--- src/eidet_pkg.sv ---
package eidet_pkg;
	localparam int NPIN = 16;
	localparam int NCH = 17;
	localparam int NPHYS = 32;
	localparam int FILT_SAMPLES = 3;

	localparam logic [11:0] OFF_PIN_CTRL = 12'h000;
	localparam logic [11:0] OFF_PIN_STAT = 12'h040;
	localparam logic [11:0] OFF_NMI_CTRL = 12'h080;
	localparam logic [11:0] OFF_NMI_STAT = 12'h084;
	localparam logic [11:0] OFF_FAST = 12'h088;
	localparam logic [11:0] OFF_ISTAT = 12'h08c;
	localparam logic [11:0] OFF_IMASK = 12'h090;

	localparam int CTL_EN = 0;
	localparam int CTL_COND = 1;
	localparam int CTL_DET_LO = 2;
	localparam int CTL_FSEL_LO = 4;
	localparam int CTL_CLR = 7;
	localparam int CTL_PSEL_LO = 8;

	localparam int NS_FLAG = 0;
	localparam int NS_SRC_LO = 3;
	localparam int NSRC = 5;

	localparam logic [4:0] FAST_NONE = 5'h10;
	localparam logic [5:0] DIV8_LAST = 6'h07;
	localparam logic [5:0] DIV32_LAST = 6'h1f;
	localparam logic [5:0] DIV64_LAST = 6'h3f;
	localparam logic LVL_IDLE = 1'b1;

	typedef enum logic [1:0] {
		DET_LOW  = 2'b00,
		DET_FALL = 2'b01,
		DET_RISE = 2'b10,
		DET_BOTH = 2'b11
	} eidet_det_e;

	typedef enum logic [2:0] {
		FLT_OFF   = 3'h0,
		FLT_DIV1  = 3'h1,
		FLT_DIV8  = 3'h2,
		FLT_DIV32 = 3'h3,
		FLT_DIV64 = 3'h4
	} eidet_flt_e;
endpackage

--- src/eidet_filt_if.sv ---
`timescale 1ns/1ps
`default_nettype none
interface eidet_filt_if;
	logic raw;
	logic on;
	logic tick;
	logic level;
	modport core (output raw, output on, output tick, input level);
	modport flt (input raw, input on, input tick, output level);
endinterface
`default_nettype wire

--- src/eidet_filter.sv ---
`timescale 1ns/1ps
`default_nettype none
module eidet_filter
	import eidet_pkg::*;
(
	input  wire logic  pclk,
	input  wire logic  presetn,
	eidet_filt_if.flt  f
);
	logic       cand_q;
	logic       stable_q;
	logic [1:0] run_q;

	// A level is accepted after the same value is seen on consecutive ticks.
	always_ff @(posedge pclk or negedge presetn)
	begin
		if (!presetn)
		begin
			cand_q <= LVL_IDLE;
			stable_q <= LVL_IDLE;
			run_q <= 2'h0;
		end
		else if (!f.on)
		begin
			cand_q <= f.raw;
			stable_q <= f.raw;
			run_q <= 2'h0;
		end
		else if (f.tick)
		begin
			if (f.raw != cand_q)
			begin
				cand_q <= f.raw;
				run_q <= 2'h0;
			end
			else if (run_q == 2'(FILT_SAMPLES - 2))
				stable_q <= cand_q;
			else
				run_q <= run_q + 2'h1;
		end
	end

	assign f.level = f.on ? stable_q : f.raw;
endmodule // eidet_filter
`default_nettype wire

--- src/eidet_top.sv ---
`timescale 1ns/1ps
`default_nettype none
module eidet_top
	import eidet_pkg::*;
(
	input  wire logic                     pclk,
	input  wire logic                     presetn,
	input  wire logic [11:0]              paddr,
	input  wire logic                     psel,
	input  wire logic                     penable,
	input  wire logic                     pwrite,
	input  wire logic [31:0]              pwdata,
	output logic [31:0]                   prdata,
	output logic                          pready,
	output logic                          pslverr,
	input  wire logic [eidet_pkg::NPHYS-1:0] phys_pin,
	input  wire logic                     nmi_pin,
	input  wire logic [eidet_pkg::NSRC-1:0] nmi_src_evt,
	output logic [eidet_pkg::NPIN-1:0]    request_flag,
	output logic                          fast_request,
	output logic                          nmi_request,
	output logic                          irq
);
	import eidet_pkg::*;

	logic             en_q [NPIN];
	logic [1:0]       mode_q [NPIN];
	logic [4:0]       route_q [NPIN];
	logic [2:0]       fsel_q [NCH];
	logic             nmi_en_q;
	logic             nmi_cond_q;
	logic [NSRC-1:0]  src_q;
	logic [4:0]       fast_q;
	logic [NCH-1:0]   istat_q;
	logic [NCH-1:0]   imask_q;
	logic [NCH-1:0]   flag_q;
	logic [NCH-1:0]   det_q;
	logic [NCH-1:0]   prev_q;
	logic [NCH-1:0]   lvl;
	logic [NCH-1:0]   en_all;
	logic [1:0]       mode_all [NCH];
	logic [NCH-1:0]   clr;
	logic [NCH-1:0]   ev;
	logic [5:0]       div_q;
	logic [31:0]      prdata_q;
	logic             err_q;
	logic [31:0]      rd_d;
	logic             err_d;
	logic             wr;
	logic [3:0]       widx;

	function automatic logic pin_hit(input logic [11:0] a, input logic [11:0] base);
		return (a[11:6] == base[11:6]) && (a[1:0] == 2'h0);
	endfunction

	function automatic logic tick_of(input logic [2:0] fs, input logic [5:0] c);
		logic t;
		t = 1'b0;
		case (fs)
			FLT_DIV1:  t = 1'b1;
			FLT_DIV8:  t = (c[2:0] == DIV8_LAST[2:0]);
			FLT_DIV32: t = (c[4:0] == DIV32_LAST[4:0]);
			FLT_DIV64: t = (c == DIV64_LAST);
			default:   t = 1'b0;
		endcase
		return t;
	endfunction

	function automatic logic detect(input logic [1:0] m, input logic p, input logic c);
		logic d;
		d = 1'b0;
		case (m)
			DET_LOW:  d = !c;
			DET_FALL: d = p && !c;
			DET_RISE: d = !p && c;
			default:  d = p != c;
		endcase
		return d;
	endfunction

	assign wr = psel && penable && pwrite;
	assign widx = paddr[5:2];

	// Secondary peripheral clock divider.
	always_ff @(posedge pclk or negedge presetn)
	begin
		if (!presetn)
			div_q <= 6'h00;
		else
			div_q <= div_q + 6'h01;
	end

	// Per-channel filters; pins are routed from the pads first.
	generate
		for (genvar g = 0; g < NCH; g++)
		begin : g_ch
			eidet_filt_if fif ();
			if (g < NPIN)
			begin : g_pin
				assign fif.raw = phys_pin[route_q[g]];
				assign en_all[g] = en_q[g];
				assign mode_all[g] = mode_q[g];
			end
			else
			begin : g_nmi
				assign fif.raw = nmi_pin;
				assign en_all[g] = nmi_en_q;
				assign mode_all[g] = {nmi_cond_q, !nmi_cond_q};
			end
			assign fif.on = (fsel_q[g] != FLT_OFF);
			assign fif.tick = tick_of(fsel_q[g], div_q);
			assign lvl[g] = fif.level;
			eidet_filter u_flt (
				.pclk    (pclk),
				.presetn (presetn),
				.f       (fif.flt)
			);
		end
	endgenerate

	// Configuration registers.
	always_ff @(posedge pclk or negedge presetn)
	begin
		if (!presetn)
		begin
			for (int i = 0; i < NPIN; i++)
			begin
				en_q[i] <= 1'b0;
				mode_q[i] <= DET_LOW;
				route_q[i] <= 5'h00;
			end
			for (int i = 0; i < NCH; i++)
				fsel_q[i] <= FLT_OFF;
			nmi_cond_q <= 1'b0;
			fast_q <= FAST_NONE;
			imask_q <= '0;
		end
		else if (wr)
		begin
			if (pin_hit(paddr, OFF_PIN_CTRL))
			begin
				en_q[widx] <= pwdata[CTL_EN];
				mode_q[widx] <= pwdata[CTL_DET_LO +: 2];
				fsel_q[widx] <= pwdata[CTL_FSEL_LO +: 3];
				route_q[widx] <= pwdata[CTL_PSEL_LO +: 5];
			end
			else if (paddr == OFF_NMI_CTRL)
			begin
				nmi_cond_q <= pwdata[CTL_COND];
				fsel_q[NPIN] <= pwdata[CTL_FSEL_LO +: 3];
			end
			else if (paddr == OFF_FAST)
				fast_q <= pwdata[4:0];
			else if (paddr == OFF_IMASK)
				imask_q <= pwdata[NCH-1:0];
		end
	end

	// The non-maskable enable can only be set.
	always_ff @(posedge pclk or negedge presetn)
	begin
		if (!presetn)
			nmi_en_q <= 1'b0;
		else if (wr && (paddr == OFF_NMI_CTRL) && pwdata[CTL_EN])
			nmi_en_q <= 1'b1;
	end

	// Event detection on filtered levels.
	always_ff @(posedge pclk or negedge presetn)
	begin
		if (!presetn)
		begin
			prev_q <= {NCH{LVL_IDLE}};
			det_q <= '0;
		end
		else
		begin
			prev_q <= lvl;
			for (int i = 0; i < NCH; i++)
				det_q[i] <= en_all[i] && detect(mode_all[i], prev_q[i], lvl[i]);
		end
	end

	// Clear commands: explicit clear or disable on pins, clear or W1C on NMI.
	always_comb
	begin
		clr = '0;
		for (int i = 0; i < NPIN; i++)
			clr[i] = wr && pin_hit(paddr, OFF_PIN_CTRL) && (widx == 4'(i)) &&
				(pwdata[CTL_CLR] || !pwdata[CTL_EN]);
		clr[NPIN] = wr && (((paddr == OFF_NMI_CTRL) && pwdata[CTL_CLR]) ||
			((paddr == OFF_NMI_STAT) && pwdata[NS_FLAG]));
	end

	// A detection already in flight wins over the clear.
	always_ff @(posedge pclk or negedge presetn)
	begin
		if (!presetn)
			flag_q <= '0;
		else
			flag_q <= det_q | (flag_q & ~clr);
	end

	// Non-maskable source flags.
	always_ff @(posedge pclk or negedge presetn)
	begin
		if (!presetn)
			src_q <= '0;
		else if (wr && (paddr == OFF_NMI_STAT))
			src_q <= nmi_src_evt | (src_q & ~pwdata[NS_SRC_LO +: NSRC]);
		else
			src_q <= nmi_src_evt | src_q;
	end

	// Sticky event status, write one to clear; new events win.
	assign ev = {det_q[NPIN] || (nmi_src_evt != '0), det_q[NPIN-1:0]};

	always_ff @(posedge pclk or negedge presetn)
	begin
		if (!presetn)
			istat_q <= '0;
		else if (wr && (paddr == OFF_ISTAT))
			istat_q <= ev | (istat_q & ~pwdata[NCH-1:0]);
		else
			istat_q <= ev | istat_q;
	end

	assign irq = |(istat_q & imask_q);

	// Requests to the processor; the fast source leaves the normal path.
	always_comb
	begin
		request_flag = '0;
		for (int i = 0; i < NPIN; i++)
			request_flag[i] = flag_q[i] && (fast_q != 5'(i));
	end

	assign fast_request = !fast_q[4] && flag_q[fast_q[3:0]];
	assign nmi_request = flag_q[NPIN] || (src_q != '0);

	// Read decode, captured in the setup phase.
	always_comb
	begin
		rd_d = 32'h0;
		err_d = 1'b0;
		if (pin_hit(paddr, OFF_PIN_CTRL))
			rd_d = {19'h0, route_q[widx], 1'b0, fsel_q[widx], mode_q[widx], 1'b0, en_q[widx]};
		else if (pin_hit(paddr, OFF_PIN_STAT))
			rd_d = {28'h0, mode_q[widx], lvl[widx], flag_q[widx]};
		else if (paddr == OFF_NMI_CTRL)
			rd_d = {24'h0, 1'b0, fsel_q[NPIN], 2'h0, nmi_cond_q, nmi_en_q};
		else if (paddr == OFF_NMI_STAT)
			rd_d = {24'h0, src_q, lvl[NPIN], nmi_cond_q, flag_q[NPIN]};
		else if (paddr == OFF_FAST)
			rd_d = {27'h0, fast_q};
		else if (paddr == OFF_ISTAT)
			rd_d = {15'h0, istat_q};
		else if (paddr == OFF_IMASK)
			rd_d = {15'h0, imask_q};
		else
			err_d = 1'b1;
	end

	always_ff @(posedge pclk or negedge presetn)
	begin
		if (!presetn)
		begin
			prdata_q <= 32'h0;
			err_q <= 1'b0;
		end
		else if (psel && !penable)
		begin
			prdata_q <= pwrite ? 32'h0 : rd_d;
			err_q <= err_d;
		end
	end

	assign prdata = prdata_q;
	assign pready = 1'b1;
	assign pslverr = psel && penable && err_q;
endmodule // eidet_top
`default_nettype wire

--- config.mk ---
export PLATFORM = sky130hd
export DESIGN_NAME = eidet_top
export DESIGN_NICKNAME = d
export VERILOG_FILES = /design/src/eidet_pkg.sv /design/src/eidet_filt_if.sv /design/src/eidet_filter.sv /design/src/eidet_top.sv
export SDC_FILE = /design/constraint.sdc
export NUM_CORES = 1
export LEC_CHECK = 0
export BUFFER_PORTS_ARGS = -buffer_cell sky130_fd_sc_hd__buf_2
export CORE_ASPECT_RATIO = 1.4
export CORE_UTILIZATION = 55
export CTS_CLUSTER_DIAMETER = 100
export CTS_CLUSTER_SIZE = 20
export DETAILED_ROUTE_END_ITERATION = 12
export PLACE_DENSITY = 0.81
export SLEW_MARGIN = 20
export SYNTH_ARGS = -nofsm -noshare
export SYNTH_HDL_FRONTEND = slang
export SYNTH_SLANG_ARGS = --single-unit
--- constraint.sdc ---
create_clock -name pclk -period 6.2 [get_ports pclk]
set_input_delay 1.86 -clock pclk [delete_from_list [all_inputs] [get_ports pclk]]
set_output_delay 1.86 -clock pclk [all_outputs]
set_load 0.01 [all_outputs]
**Word-level counts from Yosys, hierarchy flattened**

Cells that the tools add are included.
Widths: inputs -> output; s select.

- Register bits after elaboration: 383
- Bits of input ports: 87
- Output and inout bits: 53
- Word-level logic and storage cells: 1035

- Add/sub/neg operators: 18
- Magnitude comparators: 21
- Equality and inequality tests: 277
- Multiplexer cells: 319
- Bitwise operators: 16
- Reduce and logical (&&, ||, !) cells: 256

Operators with widths:

| cell | count |
|---|---|
| $mux 1 | 165 |
| $mux 2 | 71 |
| $mux 17 | 8 |
| $ne 2x2->1 const B | 68 |
| $logic_and 1x1->1 | 116 |
| $eq 3x2->1 const B | 34 |
| $lt 5x6->1 const B | 16 |
| $bmux 1 s5 | 16 |
| $bwmux 80 | 1 |
| $reduce_and 2->1 | 36 |
| $eq 2x1->1 const B | 34 |
| $pmux 1 s4 | 17 |
| $eq 12x8->1 const B | 5 |
| $eq 3x3->1 const B | 18 |
| $reduce_and 3->1 | 18 |
| $and 17x17->17 | 3 |
| $bwmux 51 | 1 |
| $eq 3x1->1 const B | 17 |
| $ne 3x3->1 const B | 17 |
| $or 17x17->17 | 3 |
| $pmux 1 s3 | 17 |
| $reduce_bool 3->1 | 17 |
| $ne 5x4->1 const B | 8 |
| $logic_not 1->1 | 38 |
| other kinds (46) | 163 |

**Depth between registers and ports, before layout**

- Depth in word-level cells: 9
- Mapped depth: 12
- Gate-level depth less buffers: 11

**Hierarchy**

Synthesis repeated with hierarchy kept, for this count alone.

- Cell total of the unflattened synthesis: 1863
- Area total of the unflattened synthesis: 23481.3 sq um

Modules (own cells, without submodules):

| module | instances | cells an instance | area each (sq um) | seq. area each (sq um) |
|---|---|---|---|---|
| eidet_top | 1 | 1472 | 19503.7 | 7529.7 |
| eidet_filter | 17 | 23 | 234.0 | 102.6 |

**Least setup slack after synthesis**

Ideal clock, no wire load.

- Path kind: input -> register
- From: input port phys_pin[13] (netlist bit)
- To: register det_q[6]
- Library setup time: 0.119 ns
- Data arrival time: 4.217 ns
- Data required time: 6.081 ns
- Slack: 1.864 ns
- Cell stages on the path: 9
- Path buffers: 0
- Cells stage by stage: mux4_2 mux4_2 a211oi_2 a21o_1 inv_1 ha_1 inv_1 mux4_2 and2_1

- Cells in the longest elaborated chain, start to end: 7
- Elaborated cells on any way between the ends: 9
- Those cells by class: eq/ne: 1; mux: 4; reduce/logical: 4

Ends and longest elaborated chain:

| element | RTL line | text |
|---|---|---|
| from (decl) | eidet_top.sv:16 | `input wire logic [eidet_pkg::NPHYS-1:0] phys_pin,` |
| $bmux 1 s5 (*) | eidet_top.sv:100 | `assign fif.raw = phys_pin[route_q[g]];` |
| $mux 1 (implied by the code) (*) | eidet_top.sv:100 |  |
| $mux 1 (*) | eidet_filter.sv:43 | `assign f.level = f.on ? stable_q : f.raw;` |
| net g_ch[6].fif.level | eidet_filt_if.sv:7 | `logic level;` |
| $logic_not 1->1 | eidet_top.sv:73, eidet_top.sv:74 |  |
| $logic_and 1x1->1 | eidet_top.sv:74 | `DET_FALL: d = p && !c;` |
| $pmux 1 s3 (*) | eidet_top.sv:72 | `case (m)` |
| $logic_and 1x1->1 (*) | eidet_top.sv:180 | `det_q[i] <= en_all[i] && detect(mode_all[i], prev_q[i], lvl[i]);` |
| to (signal, indexed assignment) | eidet_top.sv:180 |  |
| to (decl) | eidet_top.sv:37 | `logic [NCH-1:0] det_q;` |

The timed path passes the listed nets; every way through them passes the cells marked *. The select of a mux whose other input is x is not followed.
A chain may end at the register's enable or synchronous reset.

**Final worst setup path**

- From: input port phys_pin[31] (netlist bit)
- To: register det_q[7]

- Cells in the longest elaborated chain, start to end: 7
- Elaborated cells on any way between the ends: 9
- Those cells by class: eq/ne: 1; mux: 4; reduce/logical: 4

Ends and longest elaborated chain:

| element | RTL line |
|---|---|
| $bmux 1 s5 (*) | eidet_top.sv:100 |
| $mux 1 (implied by the code) (*) | eidet_top.sv:100 |
| $mux 1 (*) | eidet_filter.sv:43 |
| net g_ch[7].fif.level | eidet_filt_if.sv:7 |
| $logic_not 1->1 | eidet_top.sv:73, eidet_top.sv:74 |
| $logic_and 1x1->1 | eidet_top.sv:74 |
| $pmux 1 s3 (*) | eidet_top.sv:72 |
| $logic_and 1x1->1 (*) | eidet_top.sv:180 |

Marks and branches as above.

==> PnR_summary.wiki <==
{| class="wikitable"
! Metric !! Value
|-
| Setup repair after global routing missed its margin || no
|-
| Actual transition at the worst max-transition pin || 1.01 ns
|-
| Combinational power share || 0.142
|-
| Dominant synthesized flop cell || dfrtp_1
|-
| Leakage power figure || 10.9 nW
|-
| CTS tree || done
|-
| Routability cong. || 0.971
|-
| Largest buffer count on any clock path || 3
|-
| Insertion delay of the later-clocked pin in the worst-skew pair || 0.56 ns
|-
| Worst setup timing slack at the placement stage || 1.24 ns
|-
| Maximum clock frequency || 224 MHz
|-
| Crit-path max cell delay || 0.52 ns
|-
| Fin worst setup slack || 1.73 ns
|-
| Multi-input gate area in the final layout || 13100 um^2
|-
| Total via count in the routed design || 18300
|-
| Post-CTS setup buffers || 0
|-
| Path category of the worst min-delay check || flop to flop
|-
| Number of inserted filler cells in the final layout || 3305
|-
| WS Path Type || input port to flop
|-
| Initial cell density of the core || 0.559
|-
| Relative contribution of the clock network to total power || 0.328
|-
| Post-synth top area cell || dfrtp_1
|-
| Sum of buffers and inverters on the critical path || 3
|-
| Switching power share of the total || 0.272
|-
| Final period utilization || 0.720
|-
| Total negative slack || 0 ns
|-
| Capture endpoint of the worst hold path || istat_q[3]$_DFF_PN0_
|-
| Residual DRC || 0
|-
| Warning count from the yosys run || 0
|-
| Antenna violations before repair || 2
|-
| Boundary pin count || 140
|-
| IO buf count || 108
|-
| Startpoint of the most critical register-to-register path || route_q[20]$_DFFE_PN0N_
|-
| 1st-pass router iterations || 6
|-
| Sequential-to-total area share from yosys stat || 0.393
|-
| Maximum vdd drop || 210 uV
|-
| Die extent in y || 247 um
|-
| Power density normalized to cell area || 192 nW/um^2
|-
| Share of the synthesized area in the top cell type || 0.335
|-
| Ordered cell list for the critical path || buf_2, mux4_2, mux4_2, mux2i_1, a21o_1, inv_1, ha_1, inv_1, mux4_2, and2_1
|-
| Cell mode on critical path || mux4_2
|-
| Post-route minimum period || 4.47 ns
|-
| Count of cells resized by post-cts repair || 0
|-
| Largest clock skew in the final design || 0.0132 ns
|-
| Placed wire-length estimate || 47600 um
|-
| Total GRT Usage || 0.320
|-
| Number of distinct library cells after synthesis || 82
|-
| FP Rows || 89
|-
| Worst R2R Path Depth || 10
|-
| Final global-route overflow total || 0
|-
| Element type at the critical path start || input port
|-
| CTS H-tree lvls || 1
|-
| Synthesized flop and latch total || 368
|-
| Element type at the critical path end || flop
|-
| Reg2reg end || det_q[11]$_DFF_PN0_
|-
| Post-synth EDFFs || 0
|-
| P_sw || 1.30 mW
|-
| Post-synth design cell area || 23600 um^2
|-
| Cell at the slowest stage of the critical path || mux4_2
|-
| Adder-cell share of the synthesized area || 0.0276
|-
| Status || completed
|-
| Count of hold buffers inserted by post-cts repair || 0
|-
| Hold violation count in the final report || 0
|-
| Number of stages on the worst hold path || 1
|-
| Synth area leaders || dfrtp_1 (33%), mux4_2 (17%), mux2_2 (9.6%)
|-
| Main combinational cell family by area after synthesis || multiplexers
|-
| Standard cell core area || 42200 um^2
|-
| Power share of the sequential group || 0.530
|-
| Average wire per cell in the routed design || 26.0 um
|-
| Register clock-pin slew on the reported worst setup and hold paths || 0.09 ns
|-
| Maximum number of pins on one net before global-route repair || 116
|-
| Share of the synthesized area in compound gates (AO/OA/AOI/OAI) || 0.104
|-
| Family of cells with the greatest summed delay on the critical path || multiplexers
|-
| Post-route core utilization || 0.592
|-
| Post-synthesis mux area share || 0.312
|-
| TritonCTS buffer count || 22
|-
| Hold path start || det_q[3]$_DFF_PN0_
|-
| Xor and xnor fraction of the mapped netlist area || 0.00705
|-
| Total Die Area || 43800 um^2
|-
| Mean Syn Cell Area || 11.4 um^2
|-
| Wire length of the first global-routing pass || 106000 um
|-
| Number of setup violations in the final report || 0
|-
| Vias/cell || 6.91
|-
| Data arrival time of the worst path || 4.93 ns
|-
| Initial DRC Count || 1895
|-
| Number of sinks on the clock net || 368
|-
| CTS Root Cell || clkbuf_16
|-
| Storage element area || 9270 um^2
|-
| Highest fanout seen on the critical path || 16
|-
| Final antenna-violating net count || 0
|-
| Number of pins exceeding their max-slew limit in the final report || 0
|-
| Chip width || 177 um
|-
| Worst slew margin || 0.324
|-
| Critical path data required time || 6.66 ns
|-
| Simple-gate portion of the synthesized area || 0.103
|-
| Sum of routed wire length over all layers || 68500 um
|-
| Vias in the first global route || 18900
|-
| # Max-Cap Violations || 0
|-
| Cells after Synth || 2071
|-
| Synth-to-layout area growth || 5.83%
|-
| Total number of nets in the final design || 2215
|-
| Proportion of layout cells with a drive suffix above 1 || 0.298
|-
| Share of flip-flops with an asynchronous set or reset || 1.00
|-
| Cell Int Power || 3.49 mW
|-
| Reg-to-reg slack, setup || 2.51 ns
|}
-- kinds of logic after synthesis --
logic type,after synthesis
buffers and inverters,290
XOR/XNOR,19
AO/OA/AOI/OAI,365
other,2
AND/OR/NAND/NOR,501
flip-flops,368
adder cells (fa/ha/maj),52
multiplexers,474
-- power by group through the flow --
stage          registers [mW]  logic (mW)  clock network [mW]
2_1_floorplan            2.57       0.433                   0
3_3_place_gp             2.58       0.629                   0
3_5_place_dp             2.58       0.665                   0
4_1_cts                  2.54       0.667                1.59
5_1_grt                  2.55       0.738                1.68
6_report                 2.54       0.678                1.57
-- layout make-up --
class                           instances  area share
Sequential cell                       368       0.371
Antenna cell                            2    0.000200
Tap cell                              546      0.0273
Multi-Input combinational cell       1427       0.526
Timing Repair Buffer                  131      0.0295
Clock inverter                          2     0.00155
Clock buffer                           38      0.0253
Inverter                              126      0.0189
-- state kept, by name (all words and copies together), names as in the netlist, 32 cells and up --
register	cells
route_q	80
fsel_q	51
g_ch.u_flt.run_q	34
mode_all	32
-- per-layer routing --
metal | vias to the layer above | GRT usage | part of all wire
met4 | 0 | 0.250 | 0.087
met1 | 9023 | 0.358 | 0.34
met5 | - | 0 | 0
met2 | 1178 | 0.534 | 0.48
li1 | 7666 | - | -
met3 | 384 | 0.0612 | 0.089
-- how the worst max path moves through the flow --
stage / startpoint / endpoint / depth (start not counted)
global route: phys_pin[12] / det_q[3]$_DFF_PN0_ / 10
detailed placement: phys_pin[31] / det_q[7]$_DFF_PN0_ / 10
global placement: phys_pin[7] / det_q[3]$_DFF_PN0_ / 10
floorplan: phys_pin[13] / det_q[6]$_DFF_PN0_ / 9
CTS: phys_pin[31] / det_q[7]$_DFF_PN0_ / 10
finish: phys_pin[31] / det_q[7]$_DFF_PN0_ / 10
-- cell usage after synthesis, types with 7 or more instances --
library cell,n
a21boi_0,9
a21o_1,38
a21oi_1,80
a22oi_1,22
a31oi_1,17
a32oi_1,7
and2_1,18
buf_1,18
buf_2,21
buf_4,18
clkbuf_1,97
clkbuf_8,7
dfrtp_1,316
dfstp_2,52
ha_1,52
inv_1,125
mux2_2,201
mux2i_1,85
mux4_2,181
nand2_1,146
nand2b_1,31
nand3_1,37
nor2_1,130
nor2b_1,26
nor3_1,44
o21ai_0,67
o22ai_1,35
o31ai_1,8
or3_1,14
xnor2_1,16
-- layout by cell type (no fill, tap or decap), types with 40 or more instances in the layout --
master,count
a21oi_1,80
o21ai_0,67
dfstp_2,52
nand2_1,146
buf_2,106
nor2_1,130
mux2i_1,85
dfrtp_1,316
ha_1,52
mux4_2,181
mux2_2,201
inv_1,125
nor3_1,40
-- stage by stage --
step	power (mW)	instance area [um^2]	hold WS, ns	instances
floorplan	3.00	23700	0.419	2085
global placement	3.21	24300	0.429	2598
global route	4.96	25000	0.466	2638
finish	4.79	25000	0.450	2640
CTS	4.80	25000	0.452	2638
detailed placement	3.25	24300	0.432	2598
(Power assumes the default switching activity.)
